**config.mk**
```make
export PLATFORM = sky130hd
export DESIGN_NAME = pspc_regs
export DESIGN_NICKNAME = d
export VERILOG_FILES = /design/src/include/pspc_pkg.sv /design/src/rtl/pspc_regs.sv
export VERILOG_INCLUDE_DIRS = /design/src /design/src/include
export SDC_FILE = /design/constraint.sdc
export NUM_CORES = 1
export LEC_CHECK = 0
export BUFFER_PORTS_ARGS = -buffer_cell sky130_fd_sc_hd__buf_2
export CAP_MARGIN = 20
export CORE_MARGIN = 2
export CORE_UTILIZATION = 30
export CTS_CLUSTER_SIZE = 14
export DETAILED_ROUTE_END_ITERATION = 7
export GPL_TIMING_DRIVEN = 0
export PLACE_DENSITY_LB_ADDON = 0.12
export SETUP_SLACK_MARGIN = 0.1
export SLEW_MARGIN = 20
export SYNTH_ARGS = -nofsm -noshare
export SYNTH_HDL_FRONTEND = slang
export SYNTH_SLANG_ARGS = --single-unit
```
**constraint.sdc**
```tcl
create_clock -name mclk -period 1.95 [get_ports mclk]
set_input_delay 0.2925 -clock mclk [delete_from_list [all_inputs] [get_ports mclk]]
set_output_delay 0.2925 -clock mclk [all_outputs]
set_load 0.01 [all_outputs]
```
**src/include/pspc_cfg.svh**
```systemverilog
`ifndef PSPC_CFG_SVH
`define PSPC_CFG_SVH
// ----------------------------------------
// Register offsets
// ----------------------------------------
`define PSPC_OFF_VCO_PD_OVR 10'h1BE
`define PSPC_OFF_VCO_CAL 10'h1BF
`define PSPC_OFF_CAL_LOCK 10'h1C0
`define PSPC_OFF_CP_LVL 10'h1C1
`define PSPC_OFF_SDM_CTRL 10'h1C2
`define PSPC_OFF_SDM_SER 10'h1C3
`define PSPC_OFF_VAR_TRIM 10'h1C4
`define PSPC_OFF_VAR_REF 10'h1C5
`define PSPC_OFF_RECEIVER_MASTER_POWERDOWN 10'h200
`define PSPC_OFF_LANE_PD 10'h201
`define PSPC_OFF_SYNC_PD 10'h203
`define PSPC_OFF_RCV_RST 10'h206
// ----------------------------------------
// Writable bit masks
// ----------------------------------------
`define PSPC_WM_VCO_PD_OVR 8'h0F
`define PSPC_WM_VCO_CAL 8'hFF
`define PSPC_WM_CAL_LOCK 8'h3F
`define PSPC_WM_CP_LVL 8'h7F
`define PSPC_WM_SDM_CTRL 8'hCF
`define PSPC_WM_SDM_SER 8'h7F
`define PSPC_WM_VAR_TRIM 8'h7F
`define PSPC_WM_VAR_REF 8'h0F
`define PSPC_WM_RECEIVER_MASTER_POWERDOWN 8'h01
`define PSPC_WM_LANE_PD 8'hFF
`define PSPC_WM_SYNC_PD 8'h03
`define PSPC_WM_RCV_RST 8'h01
// ----------------------------------------
// Reset values
// ----------------------------------------
`define PSPC_RST_VCO_PD_OVR 8'h00
`define PSPC_RST_VCO_CAL 8'h8D
`define PSPC_RST_CAL_LOCK 8'h2E
`define PSPC_RST_CP_LVL 8'h15
`define PSPC_RST_SDM_CTRL 8'h80
`define PSPC_RST_SDM_SER 8'h00
`define PSPC_RST_VAR_TRIM 8'h33
`define PSPC_RST_VAR_REF 8'h08
`define PSPC_RST_RECEIVER_MASTER_POWERDOWN 8'h01
`define PSPC_RST_LANE_PD 8'h00
`define PSPC_RST_SYNC_PD 8'h00
`define PSPC_RST_RCV_RST 8'h01
// ----------------------------------------
// Field positions
// ----------------------------------------
`define PSPC_BIT_CAL_EN 7
`define PSPC_BIT_NEW_CAL 5
`define PSPC_BIT_CAL_DBL 4
`define PSPC_BIT_SYNC0_OFF 1
`define PSPC_BIT_SYNC1_OFF 0
`define PSPC_BIT_RECEIVER_MASTER_POWERDOWN 0
`define PSPC_BIT_RCV_RST 0
`define PSPC_LSB_ALC_WAIT 4
`define PSPC_LSB_CAL_CNT 2
`define PSPC_LSB_LOCK_CNT 2
`define PSPC_LSB_LOCK_MODE 0
`endif

```
**src/include/pspc_pkg.sv**
```systemverilog
package pspc_pkg;
   typedef enum logic [3:0] {
      PSPC_VCO_PD_OVR, PSPC_VCO_CAL, PSPC_CAL_LOCK, PSPC_CP_LVL,
      PSPC_SDM_CTRL, PSPC_SDM_SER, PSPC_VAR_TRIM, PSPC_VAR_REF,
      PSPC_RECEIVER_MASTER_POWERDOWN, PSPC_LANE_PD, PSPC_SYNC_PD, PSPC_RCV_RST
   } pspc_reg_t;
   localparam int PSPC_NREG = 12;
   typedef struct packed {
      logic rx_master_powerdown;
      logic [7:0] lane_powerdown_vector;
      logic sync_out0_buffer_off;
      logic sync_out1_buffer_off;
      logic recovery_reset_low;
   } pspc_rx_ctrl_t;
   typedef struct packed {
      logic band_cal_en;
      logic [2:0] alc_wait;
      logic [1:0] cal_count_len;
      logic cal_count_double;
      logic use_new_cal;
      logic [1:0] lock_counter_length;
      logic [1:0] lock_mode;
   } pspc_pll_cal_t;
endpackage : pspc_pkg

```
**src/rtl/pspc_regs.sv**
```systemverilog
`include "pspc_cfg.svh"
module pspc_regs
   import pspc_pkg::*;
(
   // Clock and reset
   input wire logic mclk,
   input wire logic rst_b,
   // Register access
   input wire logic wr_en,
   input wire logic rd_en,
   input wire logic [9:0] addr,
   input wire logic [7:0] wdata,
   output logic [7:0] rdata,
   output logic addr_hit,
   // Decoded controls
   output pspc_rx_ctrl_t rx_ctrl,
   output pspc_pll_cal_t pll_cal,
   output logic band_cal_run,
   output logic cal_count_x2,
   // Raw trim and test registers
   output logic [7:0] vco_pd_ovr,
   output logic [7:0] cp_lvl_cfg,
   output logic [7:0] sdm_ctrl,
   output logic [7:0] sdm_ser,
   output logic [7:0] var_trim,
   output logic [7:0] var_ref
);
   // ----------------------------------------
   // Address decode
   // ----------------------------------------
   // Offset to valid flag and register index
   function automatic logic [4:0] dec(input logic [9:0] a);
      unique case (a)
         `PSPC_OFF_VCO_PD_OVR: dec = {1'b1, PSPC_VCO_PD_OVR};
         `PSPC_OFF_VCO_CAL: dec = {1'b1, PSPC_VCO_CAL};
         `PSPC_OFF_CAL_LOCK: dec = {1'b1, PSPC_CAL_LOCK};
         `PSPC_OFF_CP_LVL: dec = {1'b1, PSPC_CP_LVL};
         `PSPC_OFF_SDM_CTRL: dec = {1'b1, PSPC_SDM_CTRL};
         `PSPC_OFF_SDM_SER: dec = {1'b1, PSPC_SDM_SER};
         `PSPC_OFF_VAR_TRIM: dec = {1'b1, PSPC_VAR_TRIM};
         `PSPC_OFF_VAR_REF: dec = {1'b1, PSPC_VAR_REF};
         `PSPC_OFF_RECEIVER_MASTER_POWERDOWN: dec = {1'b1, PSPC_RECEIVER_MASTER_POWERDOWN};
         `PSPC_OFF_LANE_PD: dec = {1'b1, PSPC_LANE_PD};
         `PSPC_OFF_SYNC_PD: dec = {1'b1, PSPC_SYNC_PD};
         `PSPC_OFF_RCV_RST: dec = {1'b1, PSPC_RCV_RST};
         default: dec = 5'h00;
      endcase
   endfunction : dec

   // ----------------------------------------
   // Register table
   // ----------------------------------------
   // Bits that software may change, lowest register in the low byte
   localparam logic [PSPC_NREG*8-1:0] WMASK = {
      // Receiver power group
      `PSPC_WM_RCV_RST,
      `PSPC_WM_SYNC_PD,
      `PSPC_WM_LANE_PD,
      `PSPC_WM_RECEIVER_MASTER_POWERDOWN,
      // PLL test group
      `PSPC_WM_VAR_REF,
      `PSPC_WM_VAR_TRIM,
      `PSPC_WM_SDM_SER,
      `PSPC_WM_SDM_CTRL,
      `PSPC_WM_CP_LVL,
      `PSPC_WM_CAL_LOCK,
      `PSPC_WM_VCO_CAL,
      `PSPC_WM_VCO_PD_OVR
   };

   // Values loaded by reset, same order as the mask table
   localparam logic [PSPC_NREG*8-1:0] RSTV = {
      // Receiver power group
      `PSPC_RST_RCV_RST,
      `PSPC_RST_SYNC_PD,
      `PSPC_RST_LANE_PD,
      `PSPC_RST_RECEIVER_MASTER_POWERDOWN,
      // PLL test group
      `PSPC_RST_VAR_REF,
      `PSPC_RST_VAR_TRIM,
      `PSPC_RST_SDM_SER,
      `PSPC_RST_SDM_CTRL,
      `PSPC_RST_CP_LVL,
      `PSPC_RST_CAL_LOCK,
      `PSPC_RST_VCO_CAL,
      `PSPC_RST_VCO_PD_OVR
   };

   logic [4:0] sel;
   // Storage, one byte per mapped register
   logic [7:0] reg_q [PSPC_NREG];
   logic [7:0] reg_d [PSPC_NREG];
   logic [7:0] rd_word;
   logic [7:0] rdata_d;
   logic [7:0] rdata_q;

   // True when the decoded offset selects register idx
   function automatic logic hit(input logic [4:0] s, input int idx);
      hit = s[4] && (s[3:0] == 4'(idx));
   endfunction : hit

   // Offset decode is shared by the write and read paths
   assign sel = dec(addr);

   // ----------------------------------------
   // Register storage
   // ----------------------------------------
   // Reserved bits are cut off on the way in, so they always read back as zero
   genvar gi;
   generate
      for (gi = 0; gi < PSPC_NREG; gi++) begin : g_reg
         localparam logic [7:0] WM = WMASK[gi*8 +: 8];
         localparam logic [7:0] RV = RSTV[gi*8 +: 8];

         always_comb begin
            reg_d[gi] = reg_q[gi];
            if (wr_en && hit(sel, gi)) begin
               reg_d[gi] = wdata & WM;
            end
         end

         // Reset loads the power-on value of each register
         always_ff @(posedge mclk or negedge rst_b) begin
            if (!rst_b) begin
               reg_q[gi] <= RV;
            end else begin
               reg_q[gi] <= reg_d[gi];
            end
         end
      end
   endgenerate

   // ----------------------------------------
   // Read data
   // ----------------------------------------
   // Unmapped offsets select nothing and read as zero
   always_comb begin
      rd_word = 8'h00;
      for (int i = 0; i < PSPC_NREG; i++) begin
         if (hit(sel, i)) begin
            rd_word = reg_q[i];
         end
      end
   end

   // A read in the cycle of a write to the same register returns the old value
   always_comb begin
      rdata_d = rdata_q;
      if (rd_en) begin
         rdata_d = rd_word;
      end
   end

   always_ff @(posedge mclk or negedge rst_b) begin
      if (!rst_b) begin
         rdata_q <= 8'h00;
      end else begin
         rdata_q <= rdata_d;
      end
   end

   // Registered read data, held between reads
   assign rdata = rdata_q;
   // Flags an offset that maps to a register
   assign addr_hit = sel[4];

   // ----------------------------------------
   // Receiver power controls
   // ----------------------------------------
   always_comb begin
      rx_ctrl = '0;
      rx_ctrl.rx_master_powerdown = reg_q[PSPC_RECEIVER_MASTER_POWERDOWN][`PSPC_BIT_RECEIVER_MASTER_POWERDOWN];
      // One bit per lane, a set bit powers that lane down
      rx_ctrl.lane_powerdown_vector = reg_q[PSPC_LANE_PD];
      // Bit one serves sync output zero, bit zero sync output one
      rx_ctrl.sync_out0_buffer_off = reg_q[PSPC_SYNC_PD][`PSPC_BIT_SYNC0_OFF];
      rx_ctrl.sync_out1_buffer_off = reg_q[PSPC_SYNC_PD][`PSPC_BIT_SYNC1_OFF];
      // Active low: zero holds the lane recovery logic in reset
      rx_ctrl.recovery_reset_low = reg_q[PSPC_RCV_RST][`PSPC_BIT_RCV_RST];
   end

   // ----------------------------------------
   // PLL calibration controls
   // ----------------------------------------
   always_comb begin
      pll_cal = '0;
      pll_cal.band_cal_en = reg_q[PSPC_VCO_CAL][`PSPC_BIT_CAL_EN];
      pll_cal.alc_wait = reg_q[PSPC_VCO_CAL][`PSPC_LSB_ALC_WAIT +: 3];
      pll_cal.cal_count_len = reg_q[PSPC_VCO_CAL][`PSPC_LSB_CAL_CNT +: 2];
      // Reset selects the newer calibrator
      pll_cal.use_new_cal = reg_q[PSPC_CAL_LOCK][`PSPC_BIT_NEW_CAL];
      pll_cal.cal_count_double = reg_q[PSPC_CAL_LOCK][`PSPC_BIT_CAL_DBL];
      // Lock detector counter length and mode
      pll_cal.lock_counter_length = reg_q[PSPC_CAL_LOCK][`PSPC_LSB_LOCK_CNT +: 2];
      pll_cal.lock_mode = reg_q[PSPC_CAL_LOCK][`PSPC_LSB_LOCK_MODE +: 2];
   end

   // Calibration only runs while its enable bit is set
   assign band_cal_run = reg_q[PSPC_VCO_CAL][`PSPC_BIT_CAL_EN];
   // Doubling has no effect while the newer calibrator is selected
   assign cal_count_x2 = reg_q[PSPC_CAL_LOCK][`PSPC_BIT_CAL_DBL]
                         & ~reg_q[PSPC_CAL_LOCK][`PSPC_BIT_NEW_CAL];

   // ----------------------------------------
   // Trim and test registers
   // ----------------------------------------
   // Reserved bits are already zero in storage
   assign vco_pd_ovr = reg_q[PSPC_VCO_PD_OVR];
   assign cp_lvl_cfg = reg_q[PSPC_CP_LVL];
   assign sdm_ctrl = reg_q[PSPC_SDM_CTRL];
   assign sdm_ser = reg_q[PSPC_SDM_SER];
   assign var_trim = reg_q[PSPC_VAR_TRIM];
   assign var_ref = reg_q[PSPC_VAR_REF];
endmodule : pspc_regs

```
## Word level (Yosys, flattened, before mapping)

Cells that the tools add are included.

- $add $sub $neg: 0
- Multiply operators: 0
- Divide/modulo/power cells: 0
- $lt $le $gt $ge: 0
- Eq/ne operators: 23
- Shift operators: 0
- Muxes and demuxes: 13
- Bitwise logic cells: 2
- Reduce and logical (&&, ||, !) cells: 25

Operator list:

| cell | number |
|---|---|
| $mux 8 | 11 |
| $eq 10x9->1 const B | 8 |
| $pmux 5 s12 | 1 |
| $eq 10x10->1 const B | 4 |
| $logic_and 1x1->1 | 24 |
| $eq 4x3->1 const B | 4 |
| $eq 4x4->1 const B | 4 |
| $eq 4x2->1 const B | 2 |
| $eq 4x1->1 const B | 1 |
| $logic_not 4->1 | 1 |
| $mux 4 | 1 |
| $and 1x1->1 | 1 |
| $not 1->1 | 1 |

- Flip-flop bits (word level): 69
- Bits in latches: 0
- RAM bits: 0
- Bits in read-only memories: 0
- Output and inout port bits: 83
- Logic and storage cells: 76
- Memories: 0

## Logic depth before layout (Yosys ltp)

Gate-level depths: netlist of run 1.

- Word-level depth: 16
- Depth in mapped cells: 9
- Mapped depth without buffers: 7

## Worst setup path before layout of run 1

No wires, ideal clock.

- Path type: input port to flip-flop
- From: in addr[5]
- To: reg rdata_q[6] (netlist: rdata[6])
- Arrival: 1.897 ns
- Required time: 1.826 ns
- Slack: -0.071 ns
- Stages: 8
- Path buffers: 1
- Path through: or4b_1 -> or2_1 -> buf_4 -> o22ai_2 -> mux2i_1 -> nor2_1 -> a31oi_1 -> o21ai_1

- Longest elaborated chain between the ends: 15

RTL lines:

| what | line | text |
|---|---|---|
| from (decl) | pspc_regs.sv:11 | `input wire logic [9:0] addr,` |
| $eq 10x10->1 or $eq 10x9->1 (tied branches) | pspc_regs.sv:33 | `unique case (a)` |
| $pmux 5 s12 (*) | pspc_regs.sv:33 |  |
| $eq 4x1->1 | pspc_regs.sv:99 | `hit = s[4] && (s[3:0] == 4'(idx));` |
| $logic_and 1x1->1 | pspc_regs.sv:99 |  |
| $mux 8 (10 in series) | pspc_regs.sv:140 | `if (hit(sel, i)) begin` |
| $mux 8 (*) | pspc_regs.sv:140 |  |
| to (signal assigned) | pspc_regs.sv:158 | `rdata_q <= rdata_d;` |
| to (decl) | pspc_regs.sv:95 | `logic [7:0] rdata_q;` |

Mark *: on every way between the ends. The rest lies on a longest branch, timed or not.
A chain may end at the register's enable or synchronous reset.

## Worst setup path in the final report of run 1

- From: in addr[8]
- To: out addr_hit

- Longest elaborated chain between the ends: 2

RTL lines:

| what | line | text |
|---|---|---|
| $eq 10x10->1 or $eq 10x9->1 (tied branches) | pspc_regs.sv:33 |  |
| $pmux 5 s12 (*) | pspc_regs.sv:33 |  |
| to (decl) | pspc_regs.sv:14 | `output logic addr_hit,` |

Marks and branches as above.

==> out/results.ini, run 1 <==
[route]
dr.first_iter.drc_count = 212
via_count = 3483
drt-total-wl_um = 13130
ant_nets = 0
dr.pass1.iters = 4
drc = 0
wl_per_cell_um = 17.91
viasPerCell = 4.752

[timing]
tightest_slew_ns = 0.7702
setup_ws_ns = -0.3016
skew_ns = 0.004862
fin_hold_ws_ns = 0.2003
period_needed_ns = 2.252
tns_ns = -1.511
setup_viol = 18
grt_setup_unrepaired = yes
max_freq_ghz = 0.4441
drv_slew = 0
period_share_pct = 115.5
hold_viol = 0
max-slew-margin-rel_pct = 48.26

[cells_and_area]
synthToLayoutAreaGrowth_pct = 40.91
nets = 570
postLayoutCoreUtil_pct = 42.69
fillers = 1357
layout-drive-gt1-share_pct = 54.97
diodes = 0

[floorplanning]
ios = 105
rows = 43
die_area_sq_um = 14810
chipHeight_um = 121.7
fp.dieW_um = 121.7
core_sq_um = 13720
start_util_pct = 30.30

[power]
p_per_area_nw_per_um2 = 621.0
ir_worst_vdd_uv = 296.0
fin_total_pwr_mw = 3.637
power.leakage_nw = 3.006

[setup_path]
cp.arrival_ns = 1.96
crit_type = in2out
cp_slowest_stage_delay_ns = 0.55
worstPathMaxFanout = 3
endpoint = addr_hit
rr_startpoint = rx_ctrl[2]
worst-path-stages = 8
start_kind = input pin
worst_ep_required_time_ns = 1.66
rr_endpoint = rdata[1]
worst_path_max_delay_cell = or4b_4
end_kind = primary output
critical_path_buf_inv_count = 2
rrSetupSlack_ns = 0.60
worstRegToRegCells = 7
cpLargestDelayFamily = simple AND/OR/NAND/NOR gates
cp-startpoint = addr[8]
crit_path_cell_trace = buf_6 > or4b_4 > or3_4 > a21oi_2 > a21oi_1 > a21o_1 > nand2_1 > buf_2

[clock_tree]
clk_path_buf_depth = 2
clockRootBuffer = clkbuf_16
clock-sinks = 69
cts_buffers = 9
tritoncts = done
htreeDepth = 3
clk_pin_slew_worst_paths_ns = 0.05
clock_latency_ns = 0.33

[yosys]
netlist_area_sq_um = 4156
ys_seq_elements = 69
async_flop_share_pct = 100.0
synth.avg_cell_area_sq_um = 10.37
synth-seq-area-share_pct = 42.11
yosys.cell_types.count = 54
synth_flop_cell = dfrtp_1
synth_top_area_share_pct = 30.10
synth_edf_count = 0
synthDominantAreaCellType = dfrtp_1
synth_warnings = 0
synth_cells = 401
yosys-top-cells-area = dfrtp_1 (30%), mux2_1 (15%), buf_4 (13%)

[global_route]
grt_util_all_layers_pct = 18.14
antenna_found_initial = 0
overflow = 0
grt_max_degree = 41
grt_pass1_vias = 3420
grt_pass1_wl_um = 19910

[placement]
port_buffers = 89
dp_hpwl_um = 9457
place_congestion = 0.8658

[status]
outcome = finished with violations
violations = negative setup slack

[job]
drv_cap = 0

[min_path]
worstHoldPathType = in2reg

-- synth_stat cells, types with 6 or more instances --
| cell | count |
|---|---|
| dfrtp_1 | 50 |
| nor3_1 | 7 |
| o21ai_0 | 8 |
| mux2_2 | 6 |
| nand2b_1 | 8 |
| clkbuf_1 | 6 |
| mux2_1 | 55 |
| nand3_1 | 11 |
| a21oi_1 | 18 |
| nand2_1 | 30 |
| nor2_1 | 16 |
| buf_4 | 74 |
| dfstp_2 | 19 |
| a22oi_1 | 7 |
| o21ai_1 | 11 |
| nor2b_1 | 7 |
-- worst min path at each step --
stage,slack (ns),from,end,depth (start not counted)
floorplan,-0.003,rst_b,cp_lvl_cfg[1],0
global route,0.20,wdata[7],rx_ctrl[10],2
finish,0.20,wdata[7],rx_ctrl[10],2
CTS,0.20,wdata[7],rx_ctrl[10],2
detailed placement,0.25,rst_b,vco_pd_ovr[3],1
global placement,0.48,reg_q[81],reg_q[81],1
-- flip-flops by register name, summed over array words and instances, names as in the netlist, 2 cells and up --
signal and cells:
sdm_ctrl 6, vco_pd_ovr 4, rx_ctrl 12, pll_cal 11, var_trim 7, rdata 8, var_ref 4, reg_q 2
sdm_ser 7, cp_lvl_cfg 7
-- cells by family (layout without fill, tap and decap cells) --
| kind of cell | after synthesis | in the layout | synth area share, % |
|---|---|---|---|
| other | 1 | 13 | 0.09022 |
| AOI/OAI and AO/OA | 69 | 69 | 10.54 |
| muxes | 65 | 65 | 17.49 |
| DFF | 69 | 69 | 42.11 |
| and+or+nand+nor | 108 | 108 | 14.96 |
| buffers and inverters | 89 | 229 | 14.81 |
-- cell usage in the layout, fill, tap and decap left out, types with 4 or more instances in the layout --
cell type	n
nor3_1	5
nor2_1	15
mux2i_1	4
nor2_4	5
a21oi_1	16
buf_4	100
nand2_1	28
conb_1	13
nand2b_1	8
o22ai_1	4
nand3b_1	4
clkbuf_1	5
o21ai_0	6
clkbuf_16	9
nand3_1	8
buf_6	10
buf_2	86
nor2b_1	6
a22oi_1	7
dfstp_2	19
mux2_4	25
mux2_2	6
o21ai_1	13
mux2_1	30
dfrtp_1	50
-- metal layers --
metal | share of wire, % | routed length (um) | GRT usage, % | vias to the layer above
li1 | - | - | - | 1643
met1 | 45 | 5898 | 24.43 | 1694
met2 | 47 | 6186 | 29.39 | 127
met3 | 6.2 | 812 | 3.699 | 19
met4 | 1.8 | 231 | 5.603 | 0
met5 | 0 | 0 | 0 | -
-- power by group --
part	switching (mW)	internal, mW
clock network	0.607	1.18
registers	0.0196	1.46
logic	0.212	0.150
total	0.839	2.80
-- final cells by class --
type                    count  area, sq um  share of cell area [%]
clock buffers              12        256.5                   4.379
clock inverters             4        70.07                   1.196
repair buffers            124        792.0                   13.52
plain buffers              87        643.1                   10.98
well taps                 180        225.2                   3.845
flip-flops and latches     69         1750                   29.89
multi-input cells         255         2112                   36.06
inverters                   2        7.507                  0.1282
-- timing repair --
action / in CTS / in global routing
pin swaps: 19 / 12
setup endpoints to repair: 64 / 57
hold buffers: 1 / 0
gates resized for setup: 43 / 34
setup buffers: 26 / 7
hold endpoints to repair: 17 / 0
cloned: 0 / 0
-- metrics by stage --
step	std cells	setup slack, ns	cell area [sq um]
final	733	-0.3016	5857
after global routing	733	-0.3738	5857
after global placement	682	-1.050	4943
after detailed placement	683	-1.021	4966
after floorplan	413	-0.007792	4273
after CTS	726	-0.3120	5693
(Power assumes the default switching activity.)
==> inputs of run 2 (changes only) <==
--- a/config.mk
+++ b/config.mk
@@ -10,9 +10,11 @@
 export CAP_MARGIN = 20
 export CORE_MARGIN = 2
 export CORE_UTILIZATION = 30
+export CTS_BUF_LIST = sky130_fd_sc_hd__clkbuf_8
 export CTS_CLUSTER_SIZE = 14
 export DETAILED_ROUTE_END_ITERATION = 7
 export GPL_TIMING_DRIVEN = 0
+export HOLD_SLACK_MARGIN = 0.03
 export PLACE_DENSITY_LB_ADDON = 0.12
 export SETUP_SLACK_MARGIN = 0.1
 export SLEW_MARGIN = 20
==> out/results.ini, run 2 (same netlist as run 1, synthesis figures left out) <==
[route]
dr.pass1.iters = 4
drc = 0
dr.first_iter.drc_count = 151
wl_per_cell_um = 17.78
drt-total-wl_um = 13030
via_count = 3477
viasPerCell = 4.744
ant_nets = 0

[floorplanning]
chipHeight_um = 121.7
fp.dieW_um = 121.7
rows = 43
core_sq_um = 13720
start_util_pct = 30.30
die_area_sq_um = 14810
ios = 105

[placement]
dp_cells = 683
post-place-ws_ns = -1.021
place_congestion = 0.8658
dp_hpwl_um = 9457
port_buffers = 89

[cells_and_area]
layout_common_cells = buf_4 (97), buf_2 (86), dfrtp_1 (50)
final_common_cell = buf_4
nets = 570
multi_input_area_sq_um = 2081
ff_latch_area_sq_um = 1750
fin_cells = 733
layout-drive-gt1-share_pct = 53.53
largest_reg_flops = 12
diodes = 0
synthToLayoutAreaGrowth_pct = 37.66
fillers = 1369

[setup_path]
rr_startpoint = var_trim[1]
cp-startpoint = addr[8]
end_kind = primary output
start_kind = input pin
cp.arrival_ns = 1.91
worst_ep_required_time_ns = 1.66
crit_type = in2out
endpoint = addr_hit
rr_endpoint = rdata[1]
worstRegToRegCells = 6
worstPathMaxFanout = 3
rrSetupSlack_ns = 0.61

[clock_tree]
clockRootBuffer = clkbuf_8
htreeDepth = 3
clk_path_buf_depth = 2
clock-sinks = 69
clock_latency_ns = 0.37
cts_buffers = 9
tritoncts = done
clk_pin_slew_worst_paths_ns = 0.07

[timing]
drv_slew = 0
setup_viol = 22
max-slew-margin-rel_pct = 43.26
max_freq_ghz = 0.4533
grt_setup_unrepaired = yes
tns_ns = -4.041
skew_ns = 0.007372
hold_viol = 0
setup_ws_ns = -0.2562
fin_hold_ws_ns = 0.1728
tightest_slew_ns = 0.8511
period_share_pct = 113.1
period_needed_ns = 2.206

[power]
power.leakage_nw = 2.950
ir_worst_vdd_uv = 274.1
p_per_area_nw_per_um2 = 555.9

[status]
outcome = finished with violations
violations = negative setup slack

[global_route]
grt_util_all_layers_pct = 18.20
antenna_found_initial = 0
grt_pass1_vias = 3354
grt_max_degree = 41
grt_pass1_wl_um = 19820
overflow = 0

[min_path]
worstHoldPathType = in2reg

[job]
drv_cap = 0

## run 2: cell count changes in the layout (fill, tap and decap cells not counted), sizes merged
cell / before / now
inv: 2 / 3
buf: 202 / 203
clkbuf: 20 / 18
## run 2: critical path, cell delays in order
cell and delay [ns]:
buf_6 0.09, or4b_4 0.55, or3_4 0.37, a21oi_2 0.12
a21oi_1 0.05, a21o_1 0.22, nand2_1 0.08, buf_2 0.13
## run 2: worst min path at each step
stage,start,to,slack (ns),cells past startpoint
after floorplan,rst_b,cp_lvl_cfg[1],-0.003,0
after global placement,reg_q[81],reg_q[81],0.48,1
after detailed placement,rst_b,vco_pd_ovr[3],0.25,1
after CTS,wdata[7],rx_ctrl[10],0.16,2
after global routing,wdata[7],rx_ctrl[10],0.16,2
final,wdata[7],rx_ctrl[10],0.17,2
## run 2: power by group
group / leakage [nW] / internal [mW] / switching [mW]
Combinational: 1.95 / 0.144 / 0.210
Clock: 0.121 / 0.781 / 0.566
Sequential: 0.882 / 1.46 / 0.0193
## run 2: layout make-up
cell class	count	area share, %
plain buffers	87	11.15
clock buffers	11	2.646
clock inverters	5	1.290
inverters	2	0.1312
multi-input cells	255	36.37
flip-flops and latches	69	30.59
well taps	180	3.936
repair buffers	124	13.89
## run 2: timing repair
item	4_1_cts	5_1_grt
setup buffers	26	7
endpoints found under the hold margin	17	0
gates resized for setup	39	26
pin swaps	14	13
endpoints found under the setup margin	56	51
hold buffers	1	0
## run 2: metrics by stage
stage               instance area [sq um]  util [%]  power, mW
floorplan                            4273         -      1.677
global placement                     4943     36.03      1.818
detailed placement                   4966     36.20      1.824
CTS                                  5574     40.63      3.202
global route                         5722     41.71      3.324
finish                               5722     41.71      3.181
## run 2: per-layer routing
metal | GRT usage, % | vias to the layer above | routed length (um)
met5 | 0 | - | 0
met2 | 28.97 | 104 | 6170
met3 | 2.996 | 28 | 626
met1 | 24.25 | 1696 | 5831
li1 | - | 1649 | -
met4 | 8.405 | 0 | 405
==> inputs of run 3 (changes only) <==
--- a/config.mk
+++ b/config.mk
@@ -9,7 +9,7 @@
 export BUFFER_PORTS_ARGS = -buffer_cell sky130_fd_sc_hd__buf_2
 export CAP_MARGIN = 20
 export CORE_MARGIN = 2
-export CORE_UTILIZATION = 30
+export CORE_UTILIZATION = 45
 export CTS_BUF_LIST = sky130_fd_sc_hd__clkbuf_8
 export CTS_CLUSTER_SIZE = 14
 export DETAILED_ROUTE_END_ITERATION = 7
==> out/results.ini, run 3 (same netlist as run 1, synthesis figures left out) <==
[global_route]
grt_util_all_layers_pct = 23.75
overflow = 0
grt_pass1_vias = 3290
antenna_found_initial = 0
grt_max_degree = 47
grt_pass1_wl_um = 18040

[timing]
hold_viol = 0
grt_setup_unrepaired = yes
max_freq_ghz = 0.4528
period_share_pct = 113.3
tightest_slew_ns = 0.6818
max-slew-margin-rel_pct = 54.30
setup_ws_ns = -0.2584
drv_slew = 0
period_needed_ns = 2.208
skew_ns = 0.01368
setup_viol = 22

[setup_path]
rrSetupSlack_ns = 0.50
rr_endpoint = rdata[0]
worstRegToRegCells = 6
end_kind = flop
start_kind = input pin
endpoint = rdata[2]
cp-startpoint = addr[8]
worstPathMaxFanout = 3
crit_type = in2reg
rr_startpoint = reg_q[80]
worst_ep_required_time_ns = 2.16
cp.arrival_ns = 2.42

[min_path]
worstHoldPathType = in2reg
hold_start = wdata[7]

[cells_and_area]
final_common_cell = buf_4
ff_latch_area_sq_um = 1750
multi_input_area_sq_um = 2140
fin_area_sq_um = 5709
postLayoutCoreUtil_pct = 62.68
layout-drive-gt1-share_pct = 56.83
layout_common_cells = buf_4 (100), buf_2 (87), dfrtp_1 (50)
fillers = 780
fin_cells = 667
nets = 573
diodes = 0
synthToLayoutAreaGrowth_pct = 37.36
largest_reg_flops = 12

[placement]
dp_cells = 614
placed_cell_area_sq_um = 4887
place_congestion = 0.8931
dp_hpwl_um = 8280
post-place-ws_ns = -0.8988
port_buffers = 89

[clock_tree]
clock-sinks = 69
cts_buffers = 9
tritoncts = done
htreeDepth = 3
clock_latency_ns = 0.34
clk_path_buf_depth = 2
clockRootBuffer = clkbuf_8
clk_pin_slew_worst_paths_ns = 0.08

[route]
dr.first_iter.drc_count = 195
wl_per_cell_um = 18.40
dr.pass1.iters = 5
via_count = 3587
viasPerCell = 5.378
drt-total-wl_um = 12270
drc = 0
ant_nets = 0

[floorplanning]
die_area_sq_um = 10020
chipHeight_um = 100.1
core_sq_um = 9109
ios = 105
start_util_pct = 45.63
fp.dieW_um = 100.1
rows = 35

[status]
outcome = finished with violations
violations = negative setup slack

[job]
drv_cap = 0

[power]
ir_worst_vdd_uv = 349.6
p_per_area_nw_per_um2 = 526.8
power.leakage_nw = 3.003

[run 3: repair_timing]
action / 4_1_cts / 5_1_grt
pin swaps: 18 / 19
gates resized for setup: 47 / 35
hold buffers: 1 / 0
buffers inserted: 19 / 17
endpoints found under the setup margin: 60 / 54
hold endpoints to repair: 19 / 0
[run 3: area by class of cell]
type | count | share of cell area (%)
Multi-Input combinational cell | 255 | 37.48
Clock buffer | 10 | 2.411
Timing Repair Buffer | 127 | 14.75
Tap cell | 111 | 2.433
Buffer | 87 | 11.18
Inverter | 2 | 0.1315
Sequential cell | 69 | 30.66
Clock inverter | 6 | 0.9643
[run 3: routing by layer]
layer | GRT usage, % | up-vias | share of wire (%)
met5 | 0 | - | 0
met4 | 12.75 | 0 | 3.7
met3 | 4.039 | 34 | 5.8
met2 | 35.97 | 148 | 46
met1 | 32.66 | 1751 | 44
li1 | - | 1654 | -
[run 3: per-stage QoR]
step | power (mW) | hold slack [ns] | setup TNS (ns)
after floorplan | 1.677 | -0.003091 | -0.05927
after global placement | 1.809 | 0.4735 | -29.32
after detailed placement | 1.820 | 0.2276 | -29.91
after CTS | 2.993 | 0.1905 | -1.146
after global routing | 3.108 | 0.2089 | -4.036
final | 3.008 | 0.2008 | -3.219
[run 3: critical path, stage by stage]
cell,delay (ns)
buf_6,0.09
or4b_4,0.53
buf_4,0.15
buf_6,0.10
buf_6,0.12
or4_1,0.51
a21oi_2,0.22
nand2_1,0.13
o22ai_1,0.18
o21ai_1,0.09
[run 3: worst min-delay path by stage]
| stage | cells past startpoint | endpoint | slack, ns |
|---|---|---|---|
| 6_report | 2 | band_cal_run | 0.20 |
| 3_3_place_gp | 1 | reg_q[81] | 0.47 |
| 4_1_cts | 2 | vco_pd_ovr[0] | 0.19 |
| 5_1_grt | 2 | band_cal_run | 0.21 |
| 2_1_floorplan | 0 | cp_lvl_cfg[1] | -0.003 |
| 3_5_place_dp | 1 | rx_ctrl[3] | 0.23 |
[run 3: where the power goes]
group	total [mW]	internal, mW	switching, mW
registers	1.48	1.46	0.0203
logic	0.366	0.154	0.212
clock network	1.16	0.613	0.548
